### src/shared/lsm_pkg.sv
// Constants, types and register map of the bus system basis chip mode controller.
// Assumes a 125 MHz system clock; all times are converted to cycles here.
package lsm_pkg;

   localparam int CLK_MHZ        = 125;
   localparam int CNT_W          = 20;

   // Internal reset hold after power-up or supply fault
   localparam int RESET_HOLD_MS  = 4;
   localparam int RESET_HOLD_CYC = RESET_HOLD_MS * 1000 * CLK_MHZ;

   // Bus dominant and local wake low time
   localparam int WAKE_TIME_US   = 100;
   localparam int WAKE_CYC       = WAKE_TIME_US * CLK_MHZ;

   // Enable may fall this much before transmit data when Sleep is requested
   localparam int MODE_SEL_NS    = 3200;
   localparam int MODE_SEL_CYC   = MODE_SEL_NS * CLK_MHZ / 1000;

   // Transmit-data dominant time-out, no figure given, plain default
   localparam int DOM_TIMEOUT_CYC = 100000;

   // Register map, byte addresses on the Avalon-MM slave
   localparam logic [3:0]  CTRL_ADDR      = 4'h0;
   localparam logic [3:0]  STATUS_ADDR    = 4'h4;
   localparam int          CTRL_BUS_WAKE  = 0;
   localparam int          CTRL_LOC_WAKE  = 1;
   localparam logic [1:0]  CTRL_RESET     = 2'h3;
   localparam int          STAT_MODE_LSB  = 0;
   localparam int          STAT_FLAG_LSB  = 4;
   localparam int          STAT_RESET_N   = 7;
   localparam int          STAT_DOM_TO    = 8;

   typedef enum logic [1:0] {
      MODE_FAILSAFE,
      MODE_NORMAL,
      MODE_SILENT,
      MODE_SLEEP
   } lsm_mode_t;

   typedef struct packed {
      logic en;
      logic txd;
      logic bus_rx;
      logic bus_prewake;
      logic local_wake;
      logic vs_uv;
      logic vcc_uv;
   } lsm_pins_t;

   localparam lsm_pins_t PINS_RESET = '{en: 1'b0, txd: 1'b1, bus_rx: 1'b1, bus_prewake: 1'b0,
                                        local_wake: 1'b1, vs_uv: 1'b0, vcc_uv: 1'b0};

   typedef struct packed {
      logic vs_uv;
      logic local_wake;
      logic bus_wake;
   } lsm_flags_t;

endpackage

### src/verilog/lsm_mode_ctrl.sv
// Operating-mode controller of a bus system basis chip, with an Avalon-MM register slave.
// Assumes pins arrive asynchronously; analog regulator and bus driver act on the enables here.
//
// What this block does
// - Enable falling with transmit data high selects Silent mode.
// - Enable falling with transmit data low selects Sleep mode.
// - Power-up enters Fail-Safe, regulator on, internal reset held 4 ms.
// - Fail-Safe stays until enable goes high, then Normal.
// - Internal reset asserted by undervoltage forces Fail-Safe immediately.
// - Fail-Safe after Normal undervoltage still accepts enable falling to Sleep/Silent.
// - Wake event in Silent or Sleep moves to Fail-Safe.
// - Fail-Safe drives transmit data out and encodes the cause on both pins.
// - Normal enables transceiver, bus follows transmit data, receive data follows bus.
// - Silent disables transmitter and termination, regulator on, both pins high.
// - Sleep disables transmitter, termination, regulator; reset and receive data low.
// - Low-power modes enter at any bus level; prewake level starts bus wake detection, local wake needs none.
// - Stuck-low transmit data still allows Sleep after dominant time-out.
// - Bus and local wake both need 100 us of low level.
// - Bus wake needs falling edge, long dominant, then rising edge.
// - In Silent, bus wake is accepted only with transmit data high.
// - Local wake input falling and held low long enough requests wake.
// - Wake-source flags clear once enable high in Normal mode.
//
// Local design decisions: register access over Avalon-MM and the register addresses.
`timescale 1ns/1ps
module lsm_mode_ctrl
   import lsm_pkg::*;
#(
   parameter int RESET_HOLD  = RESET_HOLD_CYC,
   parameter int WAKE_TIME   = WAKE_CYC,
   parameter int DOM_TIMEOUT = DOM_TIMEOUT_CYC
) (
   input  wire logic        sys_clk_i,
   input  wire logic        sys_rst_i,
   input  wire logic [3:0]  avs_address_i,
   input  wire logic        avs_read_i,
   input  wire logic        avs_write_i,
   input  wire logic [31:0] avs_writedata_i,
   output logic      [31:0] avs_readdata_o,
   output logic             avs_waitrequest_o,
   input  wire logic        en_i,
   input  wire logic        txd_i,
   output logic             txd_o,
   output logic             txd_oe_n_o,
   output logic             rxd_o,
   input  wire logic        bus_rx_i,
   input  wire logic        bus_prewake_i,
   input  wire logic        local_wake_input_i,
   input  wire logic        vs_undervolt_i,
   input  wire logic        vcc_undervolt_i,
   output logic             bus_tx_dominant_o,
   output logic             transceiver_en_o,
   output logic             termination_en_o,
   output logic             receiver_en_o,
   output logic             regulator_en_o,
   output logic             internal_reset_n_o,
   output lsm_mode_t        mode_o
);

   localparam int NPIN = $bits(lsm_pins_t);

   // Three-stage synchronisers; a change is taken once stages two and three agree
   lsm_pins_t        raw;
   logic [NPIN-1:0]  sy1, sy2, sy3, filt;
   lsm_pins_t        pin;

   assign raw = '{en: en_i, txd: txd_i, bus_rx: bus_rx_i, bus_prewake: bus_prewake_i,
                  local_wake: local_wake_input_i, vs_uv: vs_undervolt_i, vcc_uv: vcc_undervolt_i};
   assign pin = lsm_pins_t'(filt);

   for (genvar i = 0; i < NPIN; i++) begin : g_sync
      always_ff @(posedge sys_clk_i) begin
         if (sys_rst_i) begin
            sy1[i]  <= PINS_RESET[i];
            sy2[i]  <= PINS_RESET[i];
            sy3[i]  <= PINS_RESET[i];
            filt[i] <= PINS_RESET[i];
         end else begin
            sy1[i] <= raw[i];
            sy2[i] <= sy1[i];
            sy3[i] <= sy2[i];
            if (sy2[i] == sy3[i]) begin
               filt[i] <= sy3[i];
            end
         end
      end
   end

   // State
   lsm_mode_t        mode, next_mode;
   logic             en_q;
   logic [CNT_W-1:0] rst_cnt;
   logic             sel_active;
   logic [CNT_W-1:0] sel_cnt;
   lsm_flags_t       flags, flag_set;
   logic             uv_from_normal;
   logic             rx_armed;
   logic [CNT_W-1:0] dom_cnt;
   logic             dom_timeout;
   logic [1:0]       ctrl;
   logic             ack_q;
   logic             bus_wake_raw, local_wake_raw;

   wire low_power   = (mode == MODE_SILENT) || (mode == MODE_SLEEP);
   wire vcc_fault   = pin.vcc_uv && (mode != MODE_SLEEP);
   wire reset_done  = (rst_cnt == '0);
   wire en_fall     = en_q && !pin.en;
   wire en_rise     = !en_q && pin.en;
   wire sel_allowed = reset_done && ((mode == MODE_NORMAL) || (mode == MODE_FAILSAFE && uv_from_normal));
   wire sel_done    = sel_active && (sel_cnt == '0) && !pin.en;
   wire normal_uv   = (mode == MODE_NORMAL) && pin.vs_uv;
   wire bus_wake    = bus_wake_raw && ((mode == MODE_SLEEP) || pin.txd);
   wire local_wake  = local_wake_raw;
   wire wake_any    = low_power && (bus_wake || local_wake);
   wire flag_clear  = (mode == MODE_NORMAL) && pin.en;

   // Bus wake needs falling edge, long dominant and the rising edge back
   lsm_wake_timer #(
      .CYC       (WAKE_TIME),
      .WAIT_RISE (1'b1)
   ) u_bus_wake (
      .sys_clk_i (sys_clk_i),
      .sys_rst_i (sys_rst_i),
      .enable_i  (rx_armed && low_power && ctrl[CTRL_BUS_WAKE]),
      .level_i   (pin.bus_rx),
      .wake_o    (bus_wake_raw)
   );

   lsm_wake_timer #(
      .CYC       (WAKE_TIME),
      .WAIT_RISE (1'b0)
   ) u_local_wake (
      .sys_clk_i (sys_clk_i),
      .sys_rst_i (sys_rst_i),
      .enable_i  (low_power && ctrl[CTRL_LOC_WAKE]),
      .level_i   (pin.local_wake),
      .wake_o    (local_wake_raw)
   );

   assign flag_set = '{vs_uv: normal_uv, local_wake: wake_any && local_wake,
                       bus_wake: wake_any && bus_wake && !local_wake};

   // Mode transitions; a supply fault overrides everything
   always_comb begin
      next_mode = mode;
      case (mode)
         MODE_FAILSAFE: begin
            if (sel_done) begin
               next_mode = pin.txd ? MODE_SILENT : MODE_SLEEP;
            end else if (reset_done && pin.en && !pin.vs_uv && !sel_active) begin
               next_mode = MODE_NORMAL;
            end
         end
         MODE_NORMAL: begin
            if (pin.vs_uv) begin
               next_mode = MODE_FAILSAFE;
            end else if (sel_done) begin
               // Stuck-low transmit data does not block a Sleep request
               next_mode = pin.txd ? MODE_SILENT : MODE_SLEEP;
            end
         end
         MODE_SILENT: begin
            if (wake_any) begin
               next_mode = MODE_FAILSAFE;
            end else if (en_rise) begin
               next_mode = MODE_NORMAL;
            end
         end
         MODE_SLEEP: begin
            if (wake_any) begin
               next_mode = MODE_FAILSAFE;
            end
         end
         default: next_mode = MODE_FAILSAFE;
      endcase
      if (vcc_fault) begin
         next_mode = MODE_FAILSAFE;
      end
   end

   always_ff @(posedge sys_clk_i) begin
      if (sys_rst_i) begin
         mode           <= MODE_FAILSAFE;
         en_q           <= 1'b0;
         rst_cnt        <= CNT_W'(RESET_HOLD);
         sel_active     <= 1'b0;
         sel_cnt        <= '0;
         flags          <= '0;
         uv_from_normal <= 1'b0;
         rx_armed       <= 1'b0;
      end else begin
         mode  <= next_mode;
         en_q  <= pin.en;
         flags <= (flags & ~{3{flag_clear}}) | flag_set;
         // Regulator restart after Sleep or a supply dip reloads the hold
         if (mode == MODE_SLEEP || vcc_fault) begin
            rst_cnt <= CNT_W'(RESET_HOLD);
         end else if (!reset_done) begin
            rst_cnt <= rst_cnt - CNT_W'(1);
         end
         // Window lets enable lead transmit data before the level is sampled
         if (en_fall && sel_allowed && !sel_active) begin
            sel_active <= 1'b1;
            sel_cnt    <= CNT_W'(MODE_SEL_CYC - 1);
         end else if (pin.en || next_mode != mode || vcc_fault) begin
            sel_active <= 1'b0;
         end else if (sel_cnt != '0) begin
            sel_cnt <= sel_cnt - CNT_W'(1);
         end
         if (normal_uv) begin
            uv_from_normal <= 1'b1;
         end else if (next_mode != MODE_FAILSAFE) begin
            uv_from_normal <= 1'b0;
         end
         if (!low_power) begin
            rx_armed <= 1'b0;
         end else if (pin.bus_prewake) begin
            rx_armed <= 1'b1;
         end
      end
   end

   // Transmit-data dominant time-out releases the bus until transmit data returns high
   always_ff @(posedge sys_clk_i) begin
      if (sys_rst_i || mode != MODE_NORMAL || pin.txd) begin
         dom_cnt     <= '0;
         dom_timeout <= 1'b0;
      end else if (dom_cnt == CNT_W'(DOM_TIMEOUT - 1)) begin
         dom_timeout <= 1'b1;
      end else begin
         dom_cnt <= dom_cnt + CNT_W'(1);
      end
   end

   // Pin outputs, registered from the current mode
   wire fs_txd = !(flags.bus_wake || flags.local_wake);
   wire fs_rxd = !(flags.bus_wake || (flags.vs_uv && !flags.local_wake));
   // During the select window in Fail-Safe the pin is released so the host can drive it
   wire drive_txd = ((mode == MODE_FAILSAFE) && !sel_active) || (mode == MODE_SLEEP);

   always_ff @(posedge sys_clk_i) begin
      if (sys_rst_i) begin
         txd_o              <= 1'b1;
         txd_oe_n_o         <= 1'b0;
         rxd_o              <= 1'b1;
         bus_tx_dominant_o  <= 1'b0;
         transceiver_en_o   <= 1'b0;
         termination_en_o   <= 1'b1;
         receiver_en_o      <= 1'b0;
         regulator_en_o     <= 1'b1;
         internal_reset_n_o <= 1'b0;
         mode_o             <= MODE_FAILSAFE;
      end else begin
         txd_oe_n_o         <= !drive_txd;
         txd_o              <= (mode == MODE_FAILSAFE) ? fs_txd : (mode != MODE_SLEEP);
         rxd_o              <= (mode == MODE_FAILSAFE) ? fs_rxd :
                               (mode == MODE_NORMAL) ? pin.bus_rx : (mode == MODE_SILENT);
         bus_tx_dominant_o  <= (mode == MODE_NORMAL) && !pin.txd && !dom_timeout;
         transceiver_en_o   <= (mode == MODE_NORMAL);
         termination_en_o   <= !low_power;
         receiver_en_o      <= (mode == MODE_NORMAL) || rx_armed;
         regulator_en_o     <= (mode != MODE_SLEEP);
         internal_reset_n_o <= reset_done && (mode != MODE_SLEEP) && !vcc_fault;
         mode_o             <= mode;
      end
   end

   // Avalon-MM slave: one wait cycle, then the answer
   wire        req      = avs_read_i || avs_write_i;
   wire        hit_ctrl = (avs_address_i == CTRL_ADDR);
   wire        hit_stat = (avs_address_i == STATUS_ADDR);
   wire [31:0] stat_word = {23'h0, dom_timeout, internal_reset_n_o, flags, 2'h0, mode};
   wire [31:0] rd_mux    = hit_ctrl ? {30'h0, ctrl} : (hit_stat ? stat_word : 32'h0);

   assign avs_waitrequest_o = req && !ack_q;

   always_ff @(posedge sys_clk_i) begin
      if (sys_rst_i) begin
         ack_q          <= 1'b0;
         avs_readdata_o <= 32'h0;
         ctrl           <= CTRL_RESET;
      end else begin
         ack_q <= req && !ack_q;
         if (avs_read_i && !ack_q) begin
            avs_readdata_o <= rd_mux;
         end
         if (avs_write_i && ack_q && hit_ctrl) begin
            ctrl <= avs_writedata_i[1:0];
         end
      end
   end
endmodule // lsm_mode_ctrl

### src/verilog/lsm_wake_timer.sv
// Low-level duration detector for one wake source.
// Assumes level_i is already synchronised to sys_clk_i; high means idle.
`timescale 1ns/1ps
module lsm_wake_timer
   import lsm_pkg::*;
#(
   parameter int CYC       = WAKE_CYC,
   parameter bit WAIT_RISE = 1'b1
) (
   input  wire logic sys_clk_i,
   input  wire logic sys_rst_i,
   input  wire logic enable_i,
   input  wire logic level_i,
   output logic      wake_o
);

   logic             prev;
   logic             armed;
   logic [CNT_W-1:0] cnt;

   wire fall      = prev & ~level_i;
   wire long_low  = (cnt == CNT_W'(CYC));
   wire hit_low   = armed & ~level_i & (cnt == CNT_W'(CYC - 1));
   wire hit_rise  = armed & level_i & long_low;
   wire next_wake = enable_i & (WAIT_RISE ? hit_rise : hit_low);

   always_ff @(posedge sys_clk_i) begin
      if (sys_rst_i || !enable_i) begin
         prev  <= 1'b1;
         armed <= 1'b0;
         cnt   <= '0;
         wake_o <= 1'b0;
      end else begin
         prev   <= level_i;
         wake_o <= next_wake;
         if (fall) begin
            armed <= 1'b1;
            cnt   <= '0;
         end else if (armed && level_i) begin
            armed <= 1'b0;
         end else if (armed && !long_low) begin
            cnt <= cnt + CNT_W'(1);
         end
      end
   end

endmodule // lsm_wake_timer
### config.mk
export PLATFORM = sky130hd
export DESIGN_NAME = lsm_mode_ctrl
export DESIGN_NICKNAME = d
export VERILOG_FILES = /design/src/shared/lsm_pkg.sv /design/src/verilog/lsm_mode_ctrl.sv /design/src/verilog/lsm_wake_timer.sv
export SDC_FILE = /design/constraint.sdc
export NUM_CORES = 1
export LEC_CHECK = 0
export BUFFER_PORTS_ARGS = -buffer_cell sky130_fd_sc_hd__buf_2
export CORE_MARGIN = 1.5
export CORE_UTILIZATION = 55
export DETAILED_ROUTE_END_ITERATION = 6
export GPL_TIMING_DRIVEN = 0
export PLACE_DENSITY = 0.82
export SYNTH_ARGS = -nofsm -noshare
export SYNTH_HDL_FRONTEND = slang
export SYNTH_SLANG_ARGS = --single-unit
### constraint.sdc
create_clock -name sys_clk_i -period 3.6 [get_ports sys_clk_i]
set_clock_uncertainty 0.2 [all_clocks]
set_input_delay 0.18 -clock sys_clk_i [delete_from_list [all_inputs] [get_ports sys_clk_i]]
set_output_delay 0.18 -clock sys_clk_i [all_outputs]
set_load 0.05 [all_outputs]
* After elaboration in Yosys (flattened, before gate mapping) *
Index checks and enable logic that the tools add are counted.
Widths: inputs -> output; s select.

storage, ports and cells
  register bits after elaboration = 190
  bits of input ports = 47
  output and inout bits = 44
  logic and storage cells = 219

cells by class
  add/sub/neg operators = 5
  equality and inequality tests = 19
  mux-type cells = 26
  bitwise logic cells = 17
  reductions and logical operators = 90

operator list
  cell                   number
  $add 20x1->20 const B  3
  $eq 20x14->1 const B   3
  $mux 9                 5
  $logic_not 20->1       2
  $sub 20x1->20 const B  2
  $logic_and 1x1->1      36
  $eq 20x17->1 const B   1
  $reduce_bool 20->1     1
  $logic_not 1->1        18
  $logic_or 1x1->1       16
  $mux 2                 8
  $mux 1                 12
  $reduce_bool 2->1      6
  $reduce_or 2->1        5
  $and 1x1->1            8
  $pmux 2 s4             1
  $reduce_and 2->1       4
  $eq 1x1->1             7
  $not 1->1              6
  $eq 2x2->1 const B     2
  $eq 4x3->1 const B     1
  $logic_not 4->1        1
  $ne 2x2->1 const B     2
  $and 3x3->3            1
  other kinds (6)        6

* Longest topological paths before layout *
Gate-level depths: netlist of the first run.

  depth in word-level cells = 13
  gate-level depth with buffers = 8
  mapped depth without buffers = 7

* Modules after synthesis *
A second synthesis of the first run with hierarchy kept.

unflattened totals
  cell total of the unflattened synthesis = 845
  area, all modules = 7314.5 um2

by module, submodules not included
  module                         instances  cells each  area an instance (um2)  seq. area each (um2)
  lsm_mode_ctrl                  1          580         5076.1                  2382.3
  lsm_wake_timer (u_local_wake)  1          137         1137.3                  460.4
  lsm_wake_timer (u_bus_wake)    1          128         1101.1                  460.4

* Worst setup path before layout of the first run *
OpenSTA, ideal clock, no wires.

  path type = register to register
  from = reg u_local_wake.cnt[8]
  to = reg u_local_wake.cnt[17]
  library setup time = 0.135 ns
  arrival time = 2.003 ns
  required time = 3.265 ns
  slack = 1.262 ns
  stages on the path, launching flop included = 7
  path buffers = 1
  period minus slack after synthesis = 2.338 ns
  path through = dfxtp_1 -> or4_1 -> or4_4 -> o311ai_4 -> buf_6 -> or3_2 -> a21oi_2

on the way
  cells in the longest elaborated chain, start to end = 4
  elaborated cells between the ends (all ways) = 5
  those cells by class = 1 x add/sub; 1 x eq/ne; 3 x reduce/logical

RTL lines
  item                                                   line                  source
  from (decl)                                            lsm_wake_timer.sv:19  logic [CNT_W-1:0] cnt;
  from (signal assigned)                                 lsm_wake_timer.sv:42  cnt <= cnt + CNT_W'(1);
  branches (longest 4 deep; another with $add 20x1->20)  -

Several ways; the timed one is not identified.
A chain may end at the register's enable or synchronous reset.

* Final worst setup path of the first run *
  from = reg sel_cnt[10]
  to = reg sel_cnt[17]

on the way
  cells in the longest elaborated chain, start to end = 12
  elaborated cells between the ends (all ways) = 15
  those cells by class = 1 x add/sub; 1 x eq/ne; 5 x mux; 1 x bitwise; 7 x reduce/logical

RTL lines
  item                               line                  source
  from (decl)                        lsm_mode_ctrl.sv:94   logic [CNT_W-1:0] sel_cnt;
  from (signal assigned)             lsm_mode_ctrl.sv:204  sel_cnt <= CNT_W'(MODE_SEL_CYC - 1);
  from (signal assigned)             lsm_mode_ctrl.sv:208  sel_cnt <= sel_cnt - CNT_W'(1);
  $logic_not 20->1                   lsm_mode_ctrl.sv:110  wire sel_done = sel_active && (sel_cnt == '0) && !pin.en;
  $logic_and 1x1->1 (2 in series)    lsm_mode_ctrl.sv:110
  $mux 2                             lsm_mode_ctrl.sv:157  end else if (sel_done) begin
  $mux 2                             lsm_mode_ctrl.sv:155  if (pin.vs_uv) begin
  $pmux 2 s4                         lsm_mode_ctrl.sv:146  case (mode)
  $mux 2                             lsm_mode_ctrl.sv:176  if (vcc_fault) begin
  $ne 2x2->1                         lsm_mode_ctrl.sv:205  end else if (pin.en || next_mode != mode || vcc_fault) begin
  $logic_or 1x1->1 (2 in series)     lsm_mode_ctrl.sv:205
  $not 1->1 (no source line)         -
  $reduce_and 2->1 (no source line)  -

Parallel ways exist; a longest one is shown, timed or not.

==> reports/qor.csv, run 1 <==
metric,value,unit
most frequent cells in the layout,"dfxtp_1, nor2_1, nand2_1",
Vias,6321,
number of fill cells in the layout,1093,
hpwl dp,10.65,mm
die width,119.0,um
Tmin final,2.815,ns
crit path launch,sel_cnt[10]$_SDFFE_PP0P_,
Longest Clk Path Bufs,2,
drt first-iter violations,447,
Critical R2R Capture,sel_cnt[17]$_SDFFE_PP0P_,
Worst slew margin,42.07,%
H-tree depth,4,
reg2reg path depth,6,
Layout Area Growth over Synthesis,16.44,%
gr usage total,23.02,%
final wirelength,15.88,mm
"Hold Violations, Final",0,
Slew Limit Fails,0,
FF+latch area,3303,um2
I/O Pins,91,
input/output buffers,35,
worst slew pin tran,0.8609,ns
cell area power density,577.3,nW/um2
Post-CTS Setup Bufs,0,
grt ovf,0,
FF-to-FF setup slack,0.78,ns
ys async rst share,0,%
total leakage power,3.153,nW
Seq cells post-synth,165,
drt first pass iters,5,
synth top area cells,"dfxtp_1, nor2_1, xor2_1",
GRT met1 Usage,30.09,%
reg2reg start,sel_cnt[10]$_SDFFE_PP0P_,
Most common cell on crit path,nor4_1,
WL per Instance,14.12,um
CP endpoint kind,register,
Worst Hold Class,input port to register,
initial antenna violation count,0,
RSZ-0062 raised after global routing,no,
Die Ht,119.0,um
GR Util met3,4.885,%
"Req. time, crit path",3.72,ns
vias in the first global route,5607,
hold wc startpoint,avs_address_i[0],
Switching Fraction,30.51,%
CP Max Fanout,10,
instance count on the critical path,6,
# diodes,0,
status,"finished, final reports clean",
first-pass GRT wire length,26.37,mm
CP startpoint kind,register,
share of the synthesized area in the top cell type,44.66,%
pin count of the biggest net entering global routing,17,
Post-synth EDFFs,0,
gr busiest metal,met2,
cell family with most CP delay,simple AND/OR/NAND/NOR gates,
Pint,3.455,mW
Worst-Skew Late Latency,0.43,ns
Initial Util,56.07,%
Power Total,4.972,mW
post-DR vias/cell,5.619,
cts bufs inserted,17,
CTS root buffer,clkbuf_16,
fin crit share,78.20,%
data arrival time of the worst path,2.94,ns
kind of critical path,register to register,
CTS tree,yes,
clock share of power,36.6,%
sequential area share after synthesis,44.66,%
share of layout cells above drive strength 1,14.23,%
Sum Neg Setup Slack,0,ns
VDD IR-drop max,0.3386,mV
# clock sinks,165,
Slowest cell on crit path,nor4_1,
post-synth cell types,63,
"Cell Chain, Critical Path",nor4_1 > nand4_1 > o211ai_1 > buf_2 > nor4_1 > o21a_1,
max cap viols,0,
Die Footprint,14150,um2
Worst-path clk slew,0.06,ns
"area leader, netlist",dfxtp_1,
syn_area_per_cell,8.752,um2
Post-Synthesis Cells,845,
CORE AREA,13190,um2
Hold EP,avs_readdata_o[1]$_SDFFE_PP0P_,
YS warnings,0,
Routability Congestion,0.8539,
Post-Syn Area,7396,um2
Row Count,42,
CP max stage delay,0.59,ns
sw power,1.517,mW
final core occ,65.29,%
setup violators final,0,
nets,992,
Comb power frac,21.2,%
hold path cells,5,
post-route ant nets,0,
DR DRC count,0,
Flop pwr share,42.2,%
"most common cell after layout, fill and taps aside",dfxtp_1,
met2 usage,36.59,%
fmax,0.3552,GHz
CP Buf/Inv Count,1,
Synth Flop Type,dfxtp_1,
multi-input logic area,3767,um2
## Yosys cell counts (3+ instances only)
| master | instances |
|---|---|
| a21oi_1 | 41 |
| a21oi_2 | 4 |
| a22oi_1 | 7 |
| a31oi_1 | 5 |
| and2_1 | 3 |
| and3_1 | 11 |
| and4_1 | 10 |
| buf_4 | 28 |
| clkbuf_1 | 22 |
| dfxtp_1 | 165 |
| ha_1 | 9 |
| inv_1 | 23 |
| mux2i_1 | 7 |
| nand2_1 | 54 |
| nand2b_1 | 9 |
| nand3_1 | 29 |
| nand4_1 | 22 |
| nor2_1 | 100 |
| nor2b_1 | 22 |
| nor3_1 | 27 |
| nor4_1 | 16 |
| nor4b_1 | 5 |
| o2111ai_1 | 4 |
| o211ai_1 | 12 |
| o21ai_0 | 27 |
| o21ai_1 | 18 |
| o31ai_1 | 8 |
| or2_2 | 12 |
| or3_1 | 26 |
| or3_2 | 6 |
| or4_1 | 16 |
| xnor2_1 | 13 |
| xor2_1 | 42 |
## worst max-delay path by stage
stage                     slack, ns                                end
after floorplan                1.26  u_local_wake.cnt[17]$_SDFFE_PP0P_
after global placement         0.79           sel_cnt[17]$_SDFFE_PP0P_
after detailed placement       0.84           sel_cnt[17]$_SDFFE_PP0P_
after CTS                      0.81           dom_timeout$_SDFFE_PP0N_
after global routing           0.58            dom_cnt[8]$_SDFFE_PP0P_
final                          0.78           sel_cnt[17]$_SDFFE_PP0P_
## worst reg2reg max path, cell delays in order (launching register included)
cell and delay [ns]:
dfxtp_1 0.34, nor4_1 0.59, nand4_1 0.44, o211ai_1 0.57
buf_2 0.32, nor4_1 0.07, o21a_1 0.17
## cell families (layout without fill, tap and decap cells)
logic type / count (synthesis) / after routing / synth area share [%]
AO/OA/AOI/OAI: 146 / 146 / 12.84
XOR/XNOR: 55 / 55 / 6.513
adder cells (fa/ha/maj): 9 / 9 / 1.523
buffers and inverters: 78 / 158 / 5.617
flip-flops: 165 / 165 / 44.66
multiplexers: 8 / 8 / 1.100
other: 1 / 25 / 0.05070
AND/OR/NAND/NOR: 383 / 383 / 27.69
## layout make-up
| cell class | instances | share of cell area [%] |
|---|---|---|
| well taps | 176 | 2.557 |
| inverters | 23 | 1.002 |
| flip-flops and latches | 165 | 38.36 |
| clock buffers | 19 | 5.259 |
| plain buffers | 55 | 3.821 |
| multi-input cells | 626 | 43.75 |
| repair buffers | 48 | 3.545 |
| clock inverters | 13 | 1.714 |
## stage by stage
stage	hold WS (ns)	instance area (um2)	worst slack [ns]	instances
floorplan	0.08381	7486	1.262	869
global placement	0.1634	7881	0.7931	1080
detailed placement	0.1664	7881	0.8433	1080
CTS	0.05380	8612	0.8103	1125
global route	0.08694	8612	0.5816	1125
finish	0.07010	8612	0.7847	1125
## metal layers
layer	wire [um]	vias to the layer above
li1	-	3143
met1	7352	2970
met4	317	0
met3	791	29
met2	7421	179
met5	0	-
## repair_timing
item,in CTS,in global routing
gates resized for setup,0,0
hold buffers,13,0
setup endpoints to repair,0,0
endpoints found under the hold margin,10,0
## flip-flops by register name (all words and copies together) (netlist names), 2 cells and up
name	count
sy3	7
u_local_wake.cnt	20
filt	7
mode_o	2
dom_cnt	20
sy2	7
sy1	7
flags	3
u_bus_wake.cnt	20
avs_readdata_o	7
rst_cnt	20
ctrl	2
mode	2
sel_cnt	20
## power groups by stage
stage	registers, mW	clock network [mW]	logic [mW]
3_5_place_dp	2.13	0	1.02
6_report	2.10	1.82	1.06
4_1_cts	2.09	1.84	1.04
5_1_grt	2.12	1.92	1.17
2_1_floorplan	2.10	0	0.839
3_3_place_gp	2.13	0	1.00
Note: power is estimated with default switching activity, not from simulation.
==> run 2, diff against run 1 <==
ABC_AREA = 1   (was default)
CORE_UTILIZATION = 53   (was 55)
clock period = 2.5 ns   (was 3.6 ns; I/O delays follow)
==> run 2 against run 1 <==
  * Via count up 18%
  * Synthesized area up 10%
  * Core utilization down 3.0 points
  * Critical path type is now input port to register
  * Critical endpoint is now ctrl[0]$_SDFFE_PP1P_
  * Clock power up 34%
  * Register-to-register slack worse by 0.59 ns
==> reports/qor.csv, run 2 <==
metric,value,unit,change
Routability Congestion,0.9527,,+12%
data arrival time of the worst path,2.51,ns,-0.43 ns
vias in the first global route,6929,,+24%
Worst slew margin,60.35,%,+18 points
"area leader, netlist",dfxtp_1,,
kind of critical path,input port to register,,
fmax,0.4255,GHz,
worst slew pin tran,0.5947,ns,-0.2663 ns
max cap viols,0,,unchanged
Slowest cell on crit path,dlygate4sd3_1,,
YS warnings,0,,unchanged
Post-synth top cells,"nand2_1, dfxtp_1, nor2_1",,
syn_area_per_cell,7.155,um2,-18%
Critical R2R Capture,u_local_wake.cnt[14]$_SDFFE_PP0P_,,
Row Count,45,,+7.1%
"Hold Violations, Final",0,,unchanged
Longest Clk Path Bufs,2,,unchanged
"Req. time, crit path",2.66,ns,-1.06 ns
final wirelength,18.27,mm,+15%
I/O Pins,91,,unchanged
H-tree depth,4,,unchanged
Worst-Skew Late Latency,0.43,ns,about the same
Slew Limit Fails,0,,unchanged
Worst Hold Class,input port to register,,
CTS root buffer,clkbuf_16,,
CORE AREA,15090,um2,+14%
CP max stage delay,0.58,ns,about the same
crit path launch,avs_address_i[3],,
Post-synth EDFFs,0,,unchanged
CP startpoint kind,input port,,
Post-CTS Setup Bufs,0,,unchanged
WL per Instance,12.75,um,-9.7%
VDD IR-drop max,0.8298,mV,+150%
Post-Syn Area,8135,um2,+10%
cell area power density,801.4,nW/um2,+39%
synth top area cells,"dfxtp_1, nand2_1, nor2_1",,
DP Area,8636,um2,+9.6%
Seq cells post-synth,165,,unchanged
pin count of the biggest net entering global routing,17,,unchanged
CP Max Fanout,4,,-6
"Cell Chain, Critical Path",dlygate4sd3_1 > buf_2 > nor3_2 > dlygate4sd3_1 > nand3_1 > inv_1 > a21oi_1 > dlygate4sd3_1 > o21ai_0,,
sequential area share after synthesis,40.60,%,-4.1 points
CP endpoint kind,register,,
Synth Flop Type,dfxtp_1,,
most frequent cells in the layout,"nand2_1, dfxtp_1, nor2_1",,
design area,9404,um2,+9.2%
share of layout cells above drive strength 1,12.93,%,-1.3 points
reg2reg path depth,10,,+4
drt first-iter violations,533,,+19%
CTS tree,yes,,
gr usage total,23.18,%,+0.16 points
Layout Area Growth over Synthesis,15.60,%,
Critical Path End,ctrl[0]$_SDFFE_PP1P_,,
RSZ-0062 raised after global routing,no,,
Initial Util,53.91,%,-2.2 points
Die Footprint,16100,um2,+14%
Most common cell on crit path,dlygate4sd3_1,,
first-pass GRT wire length,30.68,mm,+16%
status,"finished, final reports clean",,
post-synth cell types,53,,-16%
fin crit share,94.02,%,
die width,126.9,um,+6.7%
post-route ant nets,0,,unchanged
cts bufs inserted,17,,unchanged
input/output buffers,35,,unchanged
initial antenna violation count,0,,unchanged
# diodes,0,,unchanged
drt first pass iters,5,,unchanged
FF-to-FF setup slack,0.19,ns,-0.59 ns
total leakage power,3.725,nW,+18%
Sum Neg Setup Slack,0,ns,unchanged
"count leader, synth",nand2_1,,
Die Ht,126.9,um,+6.7%
nets,1290,,+30%
Vias,7461,,+18%
# clock sinks,165,,unchanged
grt ovf,0,,unchanged
"most common cell after layout, fill and taps aside",nand2_1,,
hpwl dp,12.76,mm,+20%
ys async rst share,0,%,unchanged
Worst-path clk slew,0.07,ns,about the same
Post-Synthesis Cells,1137,,+35%
reg2reg start,mode[1]$_SDFF_PP0_,,
DR DRC count,0,,unchanged
setup violators final,0,,unchanged
post-DR vias/cell,5.207,,-7.3%
Tmin final,2.350,ns,
share of the synthesized area in the top cell type,40.60,%,-4.1 points
-- run 2: area by class of cell --
cell class | count | area [um2]
buffer | 50 | 317.8
sequential | 165 | 3303
fill | 1270 | 5685
clock inverter | 11 | 96.34
clock buffer | 19 | 452.9
multi-input combinational | 796 | 4069
inverter | 150 | 564.3
timing repair buffer | 54 | 365.4
tap | 188 | 235.2
-- run 2: report_power, final --
group / internal (mW) / switching (mW)
logic: 0.804 / 1.30
clock network: 1.34 / 1.11
registers: 2.81 / 0.190
total: 4.94 / 2.59
-- run 2: timing repair --
item	CTS	global route
hold endpoints to repair	24	0
gates resized for setup	0	8
hold buffers	19	0
setup endpoints to repair	0	23
-- run 2: worst min-delay path by stage --
stage,from,end,slack (ns),depth (start not counted)
global route,avs_address_i[0],avs_readdata_o[0]$_SDFFE_PP0P_,0.13,8
detailed placement,bus_rx_i,sy1[4]$_SDFF_PP1_,0.11,2
global placement,local_wake_input_i,sy1[2]$_SDFF_PP1_,0.11,2
CTS,avs_address_i[0],avs_readdata_o[1]$_SDFFE_PP0P_,0.04,8
finish,avs_address_i[0],avs_readdata_o[1]$_SDFFE_PP0P_,0.09,8
floorplan,sys_rst_i,mode_o[1]$_SDFF_PP0_,-0.002,1
-- run 2: metrics by stage --
step	setup WS [ns]	cells	total power, mW	util, %	hold slack [ns]
after floorplan	0.4544	1161	4.721	-	-0.001766
after global placement	0.1878	1384	5.029	57.23	0.1097
after detailed placement	0.1188	1384	5.067	57.23	0.1129
after CTS	0.09100	1433	7.535	62.13	0.04340
after global routing	0.0008338	1433	7.992	62.32	0.1344
final	0.1495	1433	7.536	62.32	0.09239
-- run 2: cell families after synthesis --
group	count (synthesis)	share of synthesized area, %
DFF	165	40.60
AOI/OAI and AO/OA	167	11.38
adders and majority gates	9	1.384
xor gates and xnor gates	44	4.737
and+or+nand+nor	551	31.08
other	1	0.04610
buffers and inverters	200	10.77
-- run 2: critical path, delay by kind of cell --
kind                   cells  cell delay, ns
AOI/OAI and AO/OA          2            0.15
buffers and inverters      5            1.94
and+or+nand+nor            2            0.29
-- run 2: layer usage --
layer	share of wire [%]	wire, um	track usage [%]	vias to the layer above
li1	-	-	-	3829
met1	45	8285	29.28	3418
met2	48	8828	39.19	186
met3	4.6	842	5.314	28
met4	1.7	313	7.620	0
met5	0	0	0	-
==> run 3, diff against run 2 <==
CORE_ASPECT_RATIO = 1.4   (was default)
CORE_UTILIZATION = 54   (was 53)
PLACE_DENSITY = 0.83   (was 0.82)
SYNTH_HIERARCHICAL = 1   (was default)
==> run 3 against run 2 <==
  * First-iteration DRC count is 12% lower
  * Non-clock buffer count is 6 higher
  * Worst setup slack got worse by 0.086 ns
  * Core utilization up 1.6 points
  * Wire length increased by 6.5%
  * Synthesized cell count is 11% higher
  * Worst hold slack got worse by 0.058 ns
  * Die area grew 5.1%
  * Power grew 1.4%
  * Largest power group unchanged
  * Highest routed layer unchanged
==> reports/qor.csv, run 3 <==
metric,value,unit,change
status,"finished, final reports clean",,
total leakage power,4.045,nW,+8.6%
Synth Flop Type,dfxtp_1,,
"Req. time, crit path",2.66,ns,about the same
vias in the first global route,7618,,+9.9%
Row Count,54,,+20%
# clock sinks,165,,unchanged
setup violators final,0,,unchanged
cell area power density,762.2,nW/um2,-4.9%
Worst slew margin,64.70,%,+4.3 points
Tmin final,2.437,ns,+0.08642 ns
synth top area cells,"dfxtp_1, nand2_1, nor2_1",,
VDD IR-drop max,0.5003,mV,-40%
first-pass GRT wire length,33.09,mm,+7.8%
hpwl dp,13.95,mm,+9.3%
Layout Area Growth over Synthesis,15.05,%,
post-DR vias/cell,5.198,,-0.17%
reg2reg path depth,16,,+6
data arrival time of the worst path,2.60,ns,+0.09 ns
gr usage total,24.17,%,+0.99 points
cts bufs inserted,17,,unchanged
Worst-path clk slew,0.06,ns,about the same
worst slew pin tran,0.5295,ns,-0.06521 ns
most frequent cells in the layout,"nand2_1, nor2_1, dfxtp_1",,
hold wc startpoint,sys_rst_i,,
"area leader, netlist",dfxtp_1,,
Hold EP,transceiver_en_o$_SDFF_PP0_,,
RSZ-0062 raised after global routing,no,,
sequential area share after synthesis,37.91,%,-2.7 points
Post-Synthesis Cells,1258,,+11%
CP Max Fanout,3,,-1
hold path cells,3,,-5
reg2reg start,rst_cnt[0]$_SDFFE_PP0P_,,
Post-Syn Area,8713,um2,+7.1%
input/output buffers,35,,unchanged
FF-to-FF setup slack,0.28,ns,+0.09 ns
Routability Congestion,0.9410,,-1.2%
Seq cells post-synth,165,,unchanged
YS warnings,6,,+6
Post-synth top cells,"nand2_1, nor2_1, dfxtp_1",,
CTS tree,yes,,
Longest Clk Path Bufs,2,,unchanged
initial antenna violation count,0,,unchanged
Power Total,7.641,mW,+1.4%
"Hold Violations, Final",0,,unchanged
Post-synth EDFFs,0,,unchanged
kind of critical path,input port to register,,
Worst Hold Class,input port to register,,
"count leader, synth",nand2_1,,
grt ovf,0,,unchanged
die width,110.4,um,-13%
post-route ant nets,0,,unchanged
Vias,8114,,+8.8%
WL per Instance,12.46,um,-2.3%
CORE AREA,15680,um2,+3.9%
fmax,0.4104,GHz,-3.5%
# diodes,0,,unchanged
syn_area_per_cell,6.926,um2,-3.2%
I/O Pins,91,,unchanged
worst hold slack,0.03438,ns,-0.05801 ns
H-tree depth,4,,unchanged
Critical R2R Capture,sel_cnt[0]$_SDFFE_PP0P_,,
ys async rst share,0,%,unchanged
drt first pass iters,5,,unchanged
Sum Neg Setup Slack,0,ns,unchanged
fin crit share,97.47,%,+3.5 points
CP endpoint kind,register,,
nets,1413,,+9.5%
Slew Limit Fails,0,,unchanged
pin count of the biggest net entering global routing,17,,unchanged
Initial Util,55.59,%,+1.7 points
drt first-iter violations,468,,-12%
share of layout cells above drive strength 1,14.87,%,+1.9 points
Worst-Skew Late Latency,0.43,ns,about the same
post-synth cell types,47,,-11%
max cap viols,0,,unchanged
"most common cell after layout, fill and taps aside",nand2_1,,
DR DRC count,0,,unchanged
share of the synthesized area in the top cell type,37.91,%,-2.7 points
Die Ht,153.3,um,+21%
final wirelength,19.45,mm,+6.5%
CP startpoint kind,input port,,
CTS root buffer,clkbuf_16,,
Die Footprint,16920,um2,+5.1%
## run 3: layout make-up
cell class / count / area [um2]
multi-input cells: 892 / 4457
well taps: 196 / 245.2
flip-flops and latches: 165 / 3303
plain buffers: 54 / 414.1
repair buffers: 56 / 380.4
inverters: 171 / 644.4
clock buffers: 21 / 450.4
fillers: 1385 / 5650
clock inverters: 6 / 130.1
## run 3: critical path, cell delays in order
cell and delay (ns):
dlygate4sd3_1 0.54, buf_2 0.14, nor3_2 0.25, nand3_1 0.18, inv_1 0.12, nand2_1 0.06
dlygate4sd3_1 0.55, nand3_1 0.08, dlygate4sd3_1 0.56
## run 3: cell families (layout without fill, tap and decap cells)
logic type | after synthesis | count (layout) | synth area share (%)
other | 1 | 25 | 0.04304
adder cells (fa/ha/maj) | 9 | 9 | 1.292
AO/OA/AOI/OAI | 139 | 139 | 9.205
XOR/XNOR | 34 | 34 | 3.418
flip-flops | 165 | 165 | 37.91
AND/OR/NAND/NOR | 685 | 685 | 35.98
buffers and inverters | 225 | 308 | 12.15
## run 3: per-layer routing
layer | track usage [%] | routed length [um] | vias to the layer above
met5 | 0 | 0 | -
met4 | 9.951 | 454 | 0
met3 | 4.819 | 784 | 46
met2 | 43.56 | 10220 | 209
met1 | 26.96 | 7990 | 3702
li1 | - | - | 4157
## run 3: how the worst max path moves through the flow
stage,startpoint,end,depth (start not counted)
finish,avs_address_i[2],ctrl[1]$_SDFFE_PP1P_,9
global route,avs_address_i[3],ctrl[0]$_SDFFE_PP1P_,9
detailed placement,rst_cnt[0]$_SDFFE_PP0P_,rst_cnt[12]$_SDFFE_PP0P_,14
floorplan,rst_cnt[0]$_SDFFE_PP0P_,rst_cnt[12]$_SDFFE_PP0P_,14
global placement,rst_cnt[0]$_SDFFE_PP0P_,sel_cnt[9]$_SDFFE_PP0P_,8
CTS,avs_address_i[3],ctrl[0]$_SDFFE_PP1P_,9
## run 3: through the flow
| stage | instances | area, um2 | setup slack [ns] | utilization (%) |
|---|---|---|---|---|
| final | 1561 | 10020 | 0.06313 | 63.95 |
| after global routing | 1561 | 10020 | 0.01867 | 63.95 |
| after CTS | 1559 | 9995 | 0.03554 | 63.76 |
| after detailed placement | 1513 | 9224 | 0.1291 | 58.84 |
| after global placement | 1513 | 9224 | 0.1955 | 58.84 |
| after floorplan | 1282 | 8803 | 0.4739 | - |
## run 3: what timing repair did
action                                 in CTS  in global routing
gates resized for setup                     0                  5
endpoints found under the hold margin      28                  0
setup endpoints to repair                   0                 16
hold buffers                               19                  0
setup buffers                               0                  2
## run 3: power by group
| group | internal, mW | switching (mW) | leakage [nW] |
|---|---|---|---|
| clock | 1.67 | 0.984 | 0.285 |
| combinational | 0.823 | 1.18 | 2.42 |
| sequential | 2.80 | 0.185 | 1.34 |
